[config.mk]
export PLATFORM = sky130hd
export DESIGN_NAME = serial_link_config_registers
export DESIGN_NICKNAME = d
export VERILOG_FILES = /design/src/serial_link_cfg_pkg.sv /design/src/serial_link_config_registers.sv
export VERILOG_INCLUDE_DIRS = /design/src /design/src/src
export SDC_FILE = /design/constraint.sdc
export NUM_CORES = 1
export LEC_CHECK = 0
export BUFFER_PORTS_ARGS = -buffer_cell sky130_fd_sc_hd__clkbuf_2
export CELL_PAD_IN_SITES_DETAIL_PLACEMENT = 1
export CELL_PAD_IN_SITES_GLOBAL_PLACEMENT = 2
export CORE_UTILIZATION = 26
export DETAILED_ROUTE_END_ITERATION = 8
export PLACE_DENSITY = 0.79
export SYNTH_ARGS = -nofsm -noshare
export SYNTH_HDL_FRONTEND = slang
export SYNTH_SLANG_ARGS = --single-unit
[constraint.sdc]
create_clock -name clk -period 2.2 [get_ports clk]
set_input_delay 0.44 -clock clk [delete_from_list [all_inputs] [get_ports clk]]
set_output_delay 0.44 -clock clk [all_outputs]
set_load 0.005 [all_outputs]
[src/serial_link_cfg_defs.svh]
// Purpose: Offsets, field positions, reset values and counts for the link config bank
// Assumes: Printed offsets are register indexes; byte address is four times the index
// Notes:   Included by the register bank only
`ifndef SERIAL_LINK_CFG_DEFS_SVH
`define SERIAL_LINK_CFG_DEFS_SVH

`define IDX_IF_ENABLE        12'h200
`define IDX_MODE_SELECT      12'h201
`define IDX_MULTIFRAME_LEN   12'h202
`define IDX_SOFT_SYNC        12'h203
`define IDX_LINK_CONTROL     12'h204
`define IDX_LINK_TEST        12'h205
`define IDX_LANE_STATUS      12'h210

`define RST_IF_ENABLE        8'h01
`define RST_MODE_SELECT      8'h02
`define RST_MULTIFRAME_LEN   8'h1f
`define RST_SOFT_SYNC        8'h01
`define RST_LINK_CONTROL     8'h03
`define RST_LINK_TEST        8'h00

`define BIT_SCRAMBLER        0
`define BIT_SAMPLE_FORMAT    1
`define SYNC_SEL_LO          2
`define SYNC_SEL_HI          3
`define BIT_UPPER_LANES      4
`define TEST_SEL_HI          4
`define RSVD_CTRL_MASK       8'h1f
`define RSVD_TEST_MASK       8'h1f
`define RSVD_ONE_BIT_MASK    8'h01

`define SYNC_SRC_DEDICATED   2'h0
`define SYNC_SRC_TIMESTAMP   2'h1
`define SYNC_SRC_SOFTWARE    2'h2

`define FRAMES_66B_SCALE     16'h0100
`define LANES_PER_LINK       8
`define HALF_LANES           4
`define ENC_66B_MODE_MIN     8'h14

`endif

[src/serial_link_cfg_pkg.sv]
// Purpose: Types shared by the link configuration bank
// Assumes: Constants live in the defs header
// Notes:   Types only
package serial_link_cfg_pkg;
  typedef enum logic [1:0] {
    SYNC_DEDICATED,
    SYNC_TIMESTAMP,
    SYNC_SOFTWARE,
    SYNC_RESERVED
  } sync_src_t;

  typedef enum logic {
    FMT_OFFSET_BINARY,
    FMT_TWOS_COMPLEMENT
  } sample_fmt_t;

  typedef enum {
    BUS_IDLE,
    BUS_DONE
  } bus_state_t;
endpackage : serial_link_cfg_pkg

[src/serial_link_config_registers.sv]
// Purpose: Avalon-MM register bank for the serial link transmitter configuration
// Assumes: Inputs synchronous to clk; one-wait-state slave; encoding, E and F given by mode logic
// Notes:   Multiframe counter and lane enables derived here for the link block
//
// Register access over Avalon-MM is this design's own decision.
`timescale 1ns/1ps
`include "serial_link_cfg_defs.svh"

module serial_link_config_registers #(
  parameter int ADDR_W = 14
) (
  input  wire logic                          clk,
  input  wire logic                          reset_n,
  input  wire logic [ADDR_W-1:0]             address,
  input  wire logic                          read,
  input  wire logic                          write,
  input  wire logic [31:0]                   writedata,
  input  wire logic [3:0]                    byteenable,
  output logic      [31:0]                   readdata,
  output logic                               waitrequest,
  input  wire logic                          dedicatedSyncInput_n,
  input  wire logic                          timestampInput_n,
  input  wire logic                          timestampReceiverEnable,
  input  wire logic [7:0]                    framesPerMfEncoded,
  output logic                               syncRequest,
  output logic                               scramblerActive,
  output serial_link_cfg_pkg::sample_fmt_t   sampleFormat,
  output logic [4:0]                         linkTestSelect,
  output logic [`LANES_PER_LINK-1:0]         laneEnableA,
  output logic [`LANES_PER_LINK-1:0]         laneEnableB,
  output logic                               linkResetHold,
  output logic [8:0]                         multiframeCount,
  output logic                               multiframeStart,
  output logic                               enc66bActive
);
  import serial_link_cfg_pkg::*;

  bus_state_t  busState_ff;
  logic [7:0]  ifEnable_ff, modeSelect_ff, multiframeLenM1_ff;
  logic [7:0]  softSyncReqN_ff, linkControl_ff, linkTestSel_ff;
  logic [8:0]  mfCount_ff;
  logic        pinSync_ff;

  // Decode: byte address is four times the register index
  wire         access       = read | write;
  wire [11:0]  regIndex     = 12'(address >> 2);
  wire         alignedWord  = (address[1:0] == 2'h0);
  wire         hitEnable    = alignedWord && regIndex == `IDX_IF_ENABLE;
  wire         hitMode      = alignedWord && regIndex == `IDX_MODE_SELECT;
  wire         hitLen       = alignedWord && regIndex == `IDX_MULTIFRAME_LEN;
  wire         hitSync      = alignedWord && regIndex == `IDX_SOFT_SYNC;
  wire         hitCtrl      = alignedWord && regIndex == `IDX_LINK_CONTROL;
  wire         hitTest      = alignedWord && regIndex == `IDX_LINK_TEST;
  wire         hitStatus    = alignedWord && regIndex == `IDX_LANE_STATUS;
  // Write lands at the edge where the master sees waitrequest low
  wire         doWrite      = write && busState_ff == BUS_DONE && byteenable[0];
  wire [7:0]   wByte        = writedata[7:0];

  // Field views
  wire         ifEnabled    = ifEnable_ff[0];
  wire         enc66b       = (modeSelect_ff >= `ENC_66B_MODE_MIN);
  wire         upperLanes   = linkControl_ff[`BIT_UPPER_LANES];
  wire [1:0]   syncSel      = linkControl_ff[`SYNC_SEL_HI:`SYNC_SEL_LO];

  // Sync source: software bit always ORs in; pins active low
  logic pinReq;
  always_comb begin
    unique case (syncSel)
      `SYNC_SRC_DEDICATED: pinReq = ~dedicatedSyncInput_n;
      `SYNC_SRC_TIMESTAMP: pinReq = ~timestampInput_n & timestampReceiverEnable;
      `SYNC_SRC_SOFTWARE:  pinReq = 1'b0;
      default:             pinReq = 1'b0;
    endcase
  end
  wire softReq = ~softSyncReqN_ff[0];

  // Multiframe length: 8b/10b from register, 64b/66b from mode
  wire [8:0] lenM1Reg = {1'b0, multiframeLenM1_ff};
  // An encoded zero stands for 256 frames
  wire [8:0] lenM1Enc = (framesPerMfEncoded == 8'h00) ? 9'h0ff
                        : 9'(framesPerMfEncoded) - 9'h001;
  wire [8:0] lenM1    = enc66b ? lenM1Enc : lenM1Reg;
  wire       mfWrap   = (mfCount_ff >= lenM1);
  wire [8:0] nxt_mfCount = !ifEnabled ? 9'h000 : (mfWrap ? 9'h000 : mfCount_ff + 9'h001);

  // Lane enables per link: one generate loop over lanes
  logic [`LANES_PER_LINK-1:0] nxt_laneEn;
  genvar lane;
  generate
    for (lane = 0; lane < `LANES_PER_LINK; lane++) begin : g_lane
      localparam bit UPPER = (lane >= `HALF_LANES);
      assign nxt_laneEn[lane] = ifEnabled && (UPPER ? upperLanes : !upperLanes);
    end
  endgenerate

  // Read mux; unmapped addresses read zero
  logic [7:0] readByte;
  always_comb begin
    readByte = 8'h00;
    if (hitEnable) readByte = ifEnable_ff;
    if (hitMode)   readByte = modeSelect_ff;
    if (hitLen)    readByte = multiframeLenM1_ff;
    if (hitSync)   readByte = softSyncReqN_ff & `RSVD_ONE_BIT_MASK;
    if (hitCtrl)   readByte = linkControl_ff & `RSVD_CTRL_MASK;
    if (hitTest)   readByte = linkTestSel_ff & `RSVD_TEST_MASK;
    if (hitStatus) readByte = {syncRequest, enc66b, pinSync_ff, 5'h00};
  end

  // Bus: every access takes exactly one wait state
  always_ff @(posedge clk or negedge reset_n) begin
    if (!reset_n) begin
      busState_ff <= BUS_IDLE;
      waitrequest <= 1'b1;
      readdata    <= 32'h0000_0000;
    end else begin
      busState_ff <= (access && busState_ff == BUS_IDLE) ? BUS_DONE : BUS_IDLE;
      waitrequest <= !(access && busState_ff == BUS_IDLE);
      readdata    <= {24'h00_0000, readByte};
    end
  end

  // Registers; the far side keeps reserved bits zero and writes only while disabled
  always_ff @(posedge clk or negedge reset_n) begin
    if (!reset_n) begin
      ifEnable_ff        <= `RST_IF_ENABLE;
      modeSelect_ff      <= `RST_MODE_SELECT;
      multiframeLenM1_ff <= `RST_MULTIFRAME_LEN;
      softSyncReqN_ff    <= `RST_SOFT_SYNC;
      linkControl_ff     <= `RST_LINK_CONTROL;
      linkTestSel_ff     <= `RST_LINK_TEST;
    end else if (doWrite) begin
      if (hitEnable) ifEnable_ff        <= wByte & `RSVD_ONE_BIT_MASK;
      if (hitMode)   modeSelect_ff      <= wByte;
      if (hitLen)    multiframeLenM1_ff <= wByte;
      if (hitSync)   softSyncReqN_ff    <= wByte & `RSVD_ONE_BIT_MASK;
      if (hitCtrl)   linkControl_ff     <= wByte & `RSVD_CTRL_MASK;
      if (hitTest)   linkTestSel_ff     <= wByte & `RSVD_TEST_MASK;
    end
  end

  // Outputs, all registered
  always_ff @(posedge clk or negedge reset_n) begin
    if (!reset_n) begin
      pinSync_ff      <= 1'b0;
      syncRequest     <= 1'b0;
      scramblerActive <= 1'b0;
      sampleFormat    <= FMT_TWOS_COMPLEMENT;
      linkTestSelect  <= 5'h00;
      laneEnableA     <= '0;
      laneEnableB     <= '0;
      linkResetHold   <= 1'b1;
      mfCount_ff      <= 9'h000;
      multiframeCount <= 9'h000;
      multiframeStart <= 1'b0;
      enc66bActive    <= 1'b0;
    end else begin
      pinSync_ff      <= pinReq;
      syncRequest     <= ifEnabled && (softReq || pinReq);
      scramblerActive <= ifEnabled && (enc66b || linkControl_ff[`BIT_SCRAMBLER]);
      sampleFormat    <= sample_fmt_t'(linkControl_ff[`BIT_SAMPLE_FORMAT]);
      linkTestSelect  <= ifEnabled ? linkTestSel_ff[`TEST_SEL_HI:0] : 5'h00;
      laneEnableA     <= nxt_laneEn;
      laneEnableB     <= nxt_laneEn;
      linkResetHold   <= !ifEnabled;
      mfCount_ff      <= nxt_mfCount;
      multiframeCount <= nxt_mfCount;
      multiframeStart <= ifEnabled && nxt_mfCount == 9'h000;
      enc66bActive    <= enc66b;
    end
  end
endmodule : serial_link_config_registers

==> out/summary.txt, run 1 <==
synthesized area: 3354 um^2
relative slew slack: 0.6686
Yosys reg bits: 61
root buffer cell: clkbuf_16
vias post-DR: 2,666
fmax: 405.6 MHz
Synth Warn #: 0
layout cells sized above 1: 0.4813
row count: 41
count leader, synth: dfrtp_1
Non-Filler Instances: 600
HPWL Detailed: 6670 um
Num CTS Buffers: 9
WP buf/inv: 2
Avg WL per Cell: 14.55 um
port bufs: 82
placed insts: 580
critical path launch point type: input pin
crit-path cells: buf_6, or3_4, nor3_4, nor3b_2, xor2_1, o22ai_1, ha_1, nand2_1, nor2_2, a2111oi_4, buf_4, o311ai_4, nor2_1
overflow left after global routing: 0
Layout area overhead: 35.70%
Critical R2R Capture: mfCount_ff[0]
mux contribution to synthesized area: 0.1003
Synth area leader: dfrtp_1
worst-path fanout max: 5
WL final: 8729 um
Via density: 4.443
Routability Congestion: 0.8250
Pwr Total: 2.812 mW
status: finished with violations
fin util: 0.3607
Adder-Cell Fraction of Synth Area: 0.04476
Leak Pwr: 2.228 nW
Critical Path Max Stage Delay: 390 ps
Setup CP Type: in -> reg
Area after DPL: 4119 um^2
DRC viols: 0
CP Capture Type: register
failing checks: negative setup slack
asr flop ratio synth: 1.000
fin nets: 500
# IOs: 134
GRT Total Usage: 0.1391
worst endpoint data arrival time: 2720 ps
Crit. Startpoint: framesPerMfEncoded[1]
sequential share of the synthesized area: 0.4599
Post-Synth XOR/XNOR Area: 0.03394
RR Startpoint: modeSelect_ff[7]
post-synthesis compound-gate area fraction: 0.08057
main combinational cell family by area after synthesis: simple AND/OR/NAND/NOR gates
cell count along the critical path: 13
Final Hold Fails: 0
Initial DRC Count: 185
top cell type's share of synthesized area: 0.3581
CTS tree: done
RSZ-0062 raised after global routing: yes
fin. max-slew vios: 0
Final Instance Area: 4552 um^2
die area: 13,360 um^2
worst reg2reg path depth: 11
CP required: 2450 ps
simple-gate area share of the yosys netlist: 0.1742
Clk Latency, worst-skew pair: 330 ps
pwr dens: 617.8 nW/um^2
Setup Skew: 10.35 ps
Worst Tran Pin Value: 484.6 ps
Unique masters post-synth: 52
top cells by area, synth: dfrtp_1 36%, dfstp_2 10%, mux2_2 9.1%
Hold Crit Class: in -> async
diode count: 0
Max clock buf depth: 2
Final min period: 2466 ps
synthesized netlist cell count: 305
effective utilization at floorplan: 0.2658
first-pass GRT wire length: 14,120 um
vias in the first global route: 2,728
clk slew on worst S/H paths: 60 ps
Top delay family on crit path: simple AND/OR/NAND/NOR gates
initial antenna violation count: 0
Final ANT Viol Nets: 0
Final Cycle Share: 1.121
Die Span Y: 115.6 um
worst setup path end: mfCount_ff[0]
largest net degree at the start of global routing: 62
Max VDD drop: 0.4126 mV
crit path max-delay cell type: or3_4
max-cap viol count: 0
Core ar.: 12,620 um^2
Sink Count: 61
# setup viols final: 10
First-pass DRT Iterations: 6
Setup WS post-layout: -265.5 ps
H-tree depth: 3
Synth Area per Inst: 11.00 um^2
worst reg-to-reg setup slack: -240 ps
EDFF count, synth: 0
Post-synth top cells: 48 x dfrtp_1, 38 x buf_4, 28 x nor2_1, 27 x mux2_2, 20 x nand2_1
Synth Flop Type: dfrtp_1
die width: 115.6 um
stage by stage:
step	hold slack, ps	setup TNS [ps]	setup slack (ps)
2_1_floorplan	144.4	-4073	-411.7
3_3_place_gp	365.7	-7093	-661.2
3_5_place_dp	368.4	-8612	-761.7
4_1_cts	146.9	-1889	-240.3
5_1_grt	167.2	-3861	-425.4
6_report	125.3	-2159	-265.5
worst min-delay path by stage:
stage,cells after the start,start,to
after floorplan,0,reset_n,busState_ff[0]
after global placement,0,linkControl_ff[1],sampleFormat
after detailed placement,0,linkControl_ff[1],sampleFormat
after CTS,2,reset_n,laneEnableB[3]
after global routing,2,reset_n,laneEnableB[3]
final,2,reset_n,laneEnableB[3]
timing repair:
action	4_1_cts	5_1_grt
pin swaps	9	5
hold buffers	0	0
gates resized for setup	9	4
buffers inserted	3	0
cloned	1	0
endpoints found under the setup margin	10	10
layer usage:
metal | GRT usage | routed length, um | vias up
met3 | 0.02197 | 353 | 11
met4 | 0.05974 | 127 | 0
met2 | 0.2299 | 4303 | 74
met1 | 0.1802 | 3945 | 1317
li1 | - | - | 1264
met5 | 0 | 0 | -
flip-flops by register name, indices dropped and copies added (netlist names), 2 cells and up:
register	flops
mfCount_ff	9
modeSelect_ff	8
multiframeLenM1_ff	8
readdata	8
linkControl_ff	5
linkTestSel_ff	5
linkTestSelect	5
laneEnableB	2
cells in the final DEF (no fill, tap or decap), drive strengths merged, types with 4 or more instances in the layout:
cell type	n
o21ai	4
and2	6
clkbuf	90
conb	24
mux2	27
nand3	9
dfrtp	48
inv	12
o22ai	6
ha	12
a21oi	4
nand2	20
nor2	28
buf	45
dfstp	13
nor3	9
xor2	7
nor4	6
nand4	4
a22oi	8
xnor2	6
power breakdown:
part / switching (mW) / internal, mW
clock: 0.500 / 1.02
sequential: 0.00249 / 1.13
combinational: 0.0948 / 0.0643
total: 0.598 / 2.21
cell type report:
class | count | area (um^2)
clock buffer | 10 | 239.0
clock inverter | 6 | 86.33
timing repair buffer | 125 | 770.7
multi-input combinational | 214 | 1653
inverter | 12 | 45.04
sequential | 61 | 1543
fill | 1454 | 8068
tap | 172 | 215.2
cell families after synthesis:
logic type                 count (synthesis)
buffers and inverters                     54
other                                      1
DFF                                       61
xor gates and xnor gates                  13
adders and majority gates                 12
AOI/OAI and AO/OA                         37
and+or+nand+nor                           98
muxes                                     29
Power figures use the tool's default switching activity.
==> run 2, diff against run 1 <==
Settings changed: CORE_MARGIN set to 5.
==> out/summary.txt, run 2 (synthesis gave the netlist of run 1 again) <==
Worst Tran Pin Value: 621.8 ps (+137.2 ps)
Via density: 4.454 (+0.25%)
largest net degree at the start of global routing: 62 (unchanged)
Filler Cell Count: 1,468 (+0.96%)
Final min period: 2465 ps (-0.7800 ps)
# setup viols final: 10 (unchanged)
RSZ-0062 raised after global routing: yes
status: finished with violations
initial antenna violation count: 0 (unchanged)
Setup Skew: 5.099 ps (-5.248 ps)
die width: 123.6 um (+6.9%)
Critical Path Max Stage Delay: 390 ps (about the same)
worst reg-to-reg setup slack: -250 ps (about the same)
Clk Latency, worst-skew pair: 320 ps (about the same)
CP Capture Type: register
Sink Count: 61 (unchanged)
max FFs per register: 9 (unchanged)
most frequent cells in the layout: 81 x clkbuf_2, 48 x dfrtp_1, 42 x buf_4, 27 x mux2_2, 25 x nor2_1
Avg WL per Cell: 15.45 um (+6.2%)
port bufs: 82 (unchanged)
die area: 15,270 um^2 (+14%)
CP required: 2450 ps (about the same)
# IOs: 134 (unchanged)
critical path launch point type: input pin
Die Span Y: 123.6 um (+6.9%)
RR Startpoint: modeSelect_ff[7]
Initial DRC Count: 149 (-19%)
Setup WS post-layout: -264.7 ps (+0.7800 ps)
Leak Pwr: 2.233 nW (+0.22%)
relative slew slack: 0.5747 (-0.09381)
vias in the first global route: 2,898 (+6.2%)
fin. max-slew vios: 0 (unchanged)
Final Cycle Share: 1.120 (about the same)
most common cell after layout, fill and taps aside: clkbuf_2
Final Hold Fails: 0 (unchanged)
worst setup path end: mfCount_ff[3]
Routability Congestion: 0.8451 (+2.4%)
Core ar.: 12,620 um^2 (unchanged)
fmax: 405.7 MHz (about the same)
vias post-DR: 2,677 (+0.41%)
H-tree depth: 3 (unchanged)
GRT Total Usage: 0.1255 (-0.01360)
Critical R2R Capture: mfCount_ff[3]
diode count: 0 (unchanged)
Max VDD drop: 0.3861 mV (-6.4%)
Final ANT Viol Nets: 0 (unchanged)
Setup CP Type: in -> reg
Top delay family on crit path: simple AND/OR/NAND/NOR gates
Max clock buf depth: 2 (unchanged)
WL final: 9287 um (+6.4%)
worst reg2reg path depth: 11 (unchanged)
worst endpoint data arrival time: 2710 ps (about the same)
DRC viols: 0 (unchanged)
crit path max-delay cell type: or3_4
root buffer cell: clkbuf_16
fin nets: 501 (+0.20%)
Crit. Startpoint: framesPerMfEncoded[1]
clk slew on worst S/H paths: 50 ps (about the same)
layout cells sized above 1: 0.4802 (-0.001122)
WP buf/inv: 2 (unchanged)
setup_tns: -2291 ps (-132.1 ps)
failing checks: negative setup slack
crit-path cells: buf_6, or3_4, nor3_4, nor3b_2, xor2_1, o22ai_1, ha_1, nand2_1, nor2_2, a2111oi_4, buf_4, o311ai_4, nor2_1
effective utilization at floorplan: 0.2658 (unchanged)
Hold Buf Count CTS: 0 (unchanged)
worst-path fanout max: 5 (unchanged)
first-pass GRT wire length: 14,870 um (+5.3%)
max-cap viol count: 0 (unchanged)
most flop-heavy register: mfCount_ff
Num CTS Buffers: 9 (unchanged)
Hold Crit Class: in -> async
overflow left after global routing: 0 (unchanged)
HPWL Detailed: 7226 um (+8.3%)
First-pass DRT Iterations: 4 (-2)
fin util: 0.3608 (about the same)
Layout area overhead: 35.73% (about the same)
row count: 41 (unchanged)
pwr dens: 619.3 nW/um^2 (+0.24%)
CTS tree: done
cell count along the critical path: 13 (unchanged)
## run 2: cell types whose count changed in the layout (fill, tap and decap cells not counted), sizes merged
cell,previous run,this run
clkbuf,90,93
clkinv,3,2
clkinvlp,1,0
## run 2: report_power, final
group	leakage (nW)	switching, mW	internal (mW)
logic	1.27	0.0937	0.0625
registers	0.796	0.00246	1.13
clock network	0.163	0.481	1.05
total	2.23	0.577	2.24
## run 2: what timing repair did
item,CTS,global route
pin swaps,13,5
endpoints found under the setup margin,10,10
gates resized for setup,8,4
gates cloned,1,0
setup buffers,4,1
## run 2: layout make-up
| type | count | area, um^2 | share of cell area |
|---|---|---|---|
| Tap cell | 172 | 215.2 | 0.04727 |
| Timing Repair Buffer | 126 | 772.0 | 0.1696 |
| Inverter | 12 | 45.04 | 0.009893 |
| Sequential cell | 61 | 1543 | 0.3388 |
| Clock buffer | 12 | 256.5 | 0.05633 |
| Multi-Input combinational cell | 214 | 1652 | 0.3627 |
| Clock inverter | 4 | 70.07 | 0.01539 |
## run 2: worst min path at each step
stage                            startpoint                end  slack [ps]
after floorplan                     reset_n     busState_ff[0]         140
after global placement    linkControl_ff[1]       sampleFormat         360
after detailed placement  linkControl_ff[1]       sampleFormat         370
after CTS                           reset_n  linkTestSelect[1]         130
after global routing                reset_n  linkTestSelect[4]         140
final                               reset_n     laneEnableB[3]         120
## run 2: through the flow
stage               cells  setup WS (ps)  hold WS (ps)  area [um^2]  power, mW
detailed placement    580         -789.1         369.0         4119      1.307
CTS                   601         -340.0         134.5         4537      2.853
global placement      580         -636.7         364.6         4119      1.303
finish                601         -264.7         120.3         4553      2.820
floorplan             328         -411.7         144.4         3476      1.228
global route          601         -441.7         144.3         4553      2.927
## run 2: routing by layer
layer	up-vias	wire, um	global-route usage
li1	1275	-	-
met1	1320	4031	0.1592
met2	72	4670	0.2102
met3	10	439	0.02134
met4	0	145	0.05398
met5	-	0	0
## run 2: worst reg2reg max path: stages (launching register included)
cell       delay [ps]
dfrtp_1           400
nor3_2            200
nand2_1           140
buf_4             200
o22ai_1           160
ha_1              270
a21oi_1           160
nor2_2             70
a2111oi_4         300
buf_4             210
o311ai_4          140
nor2_1            140
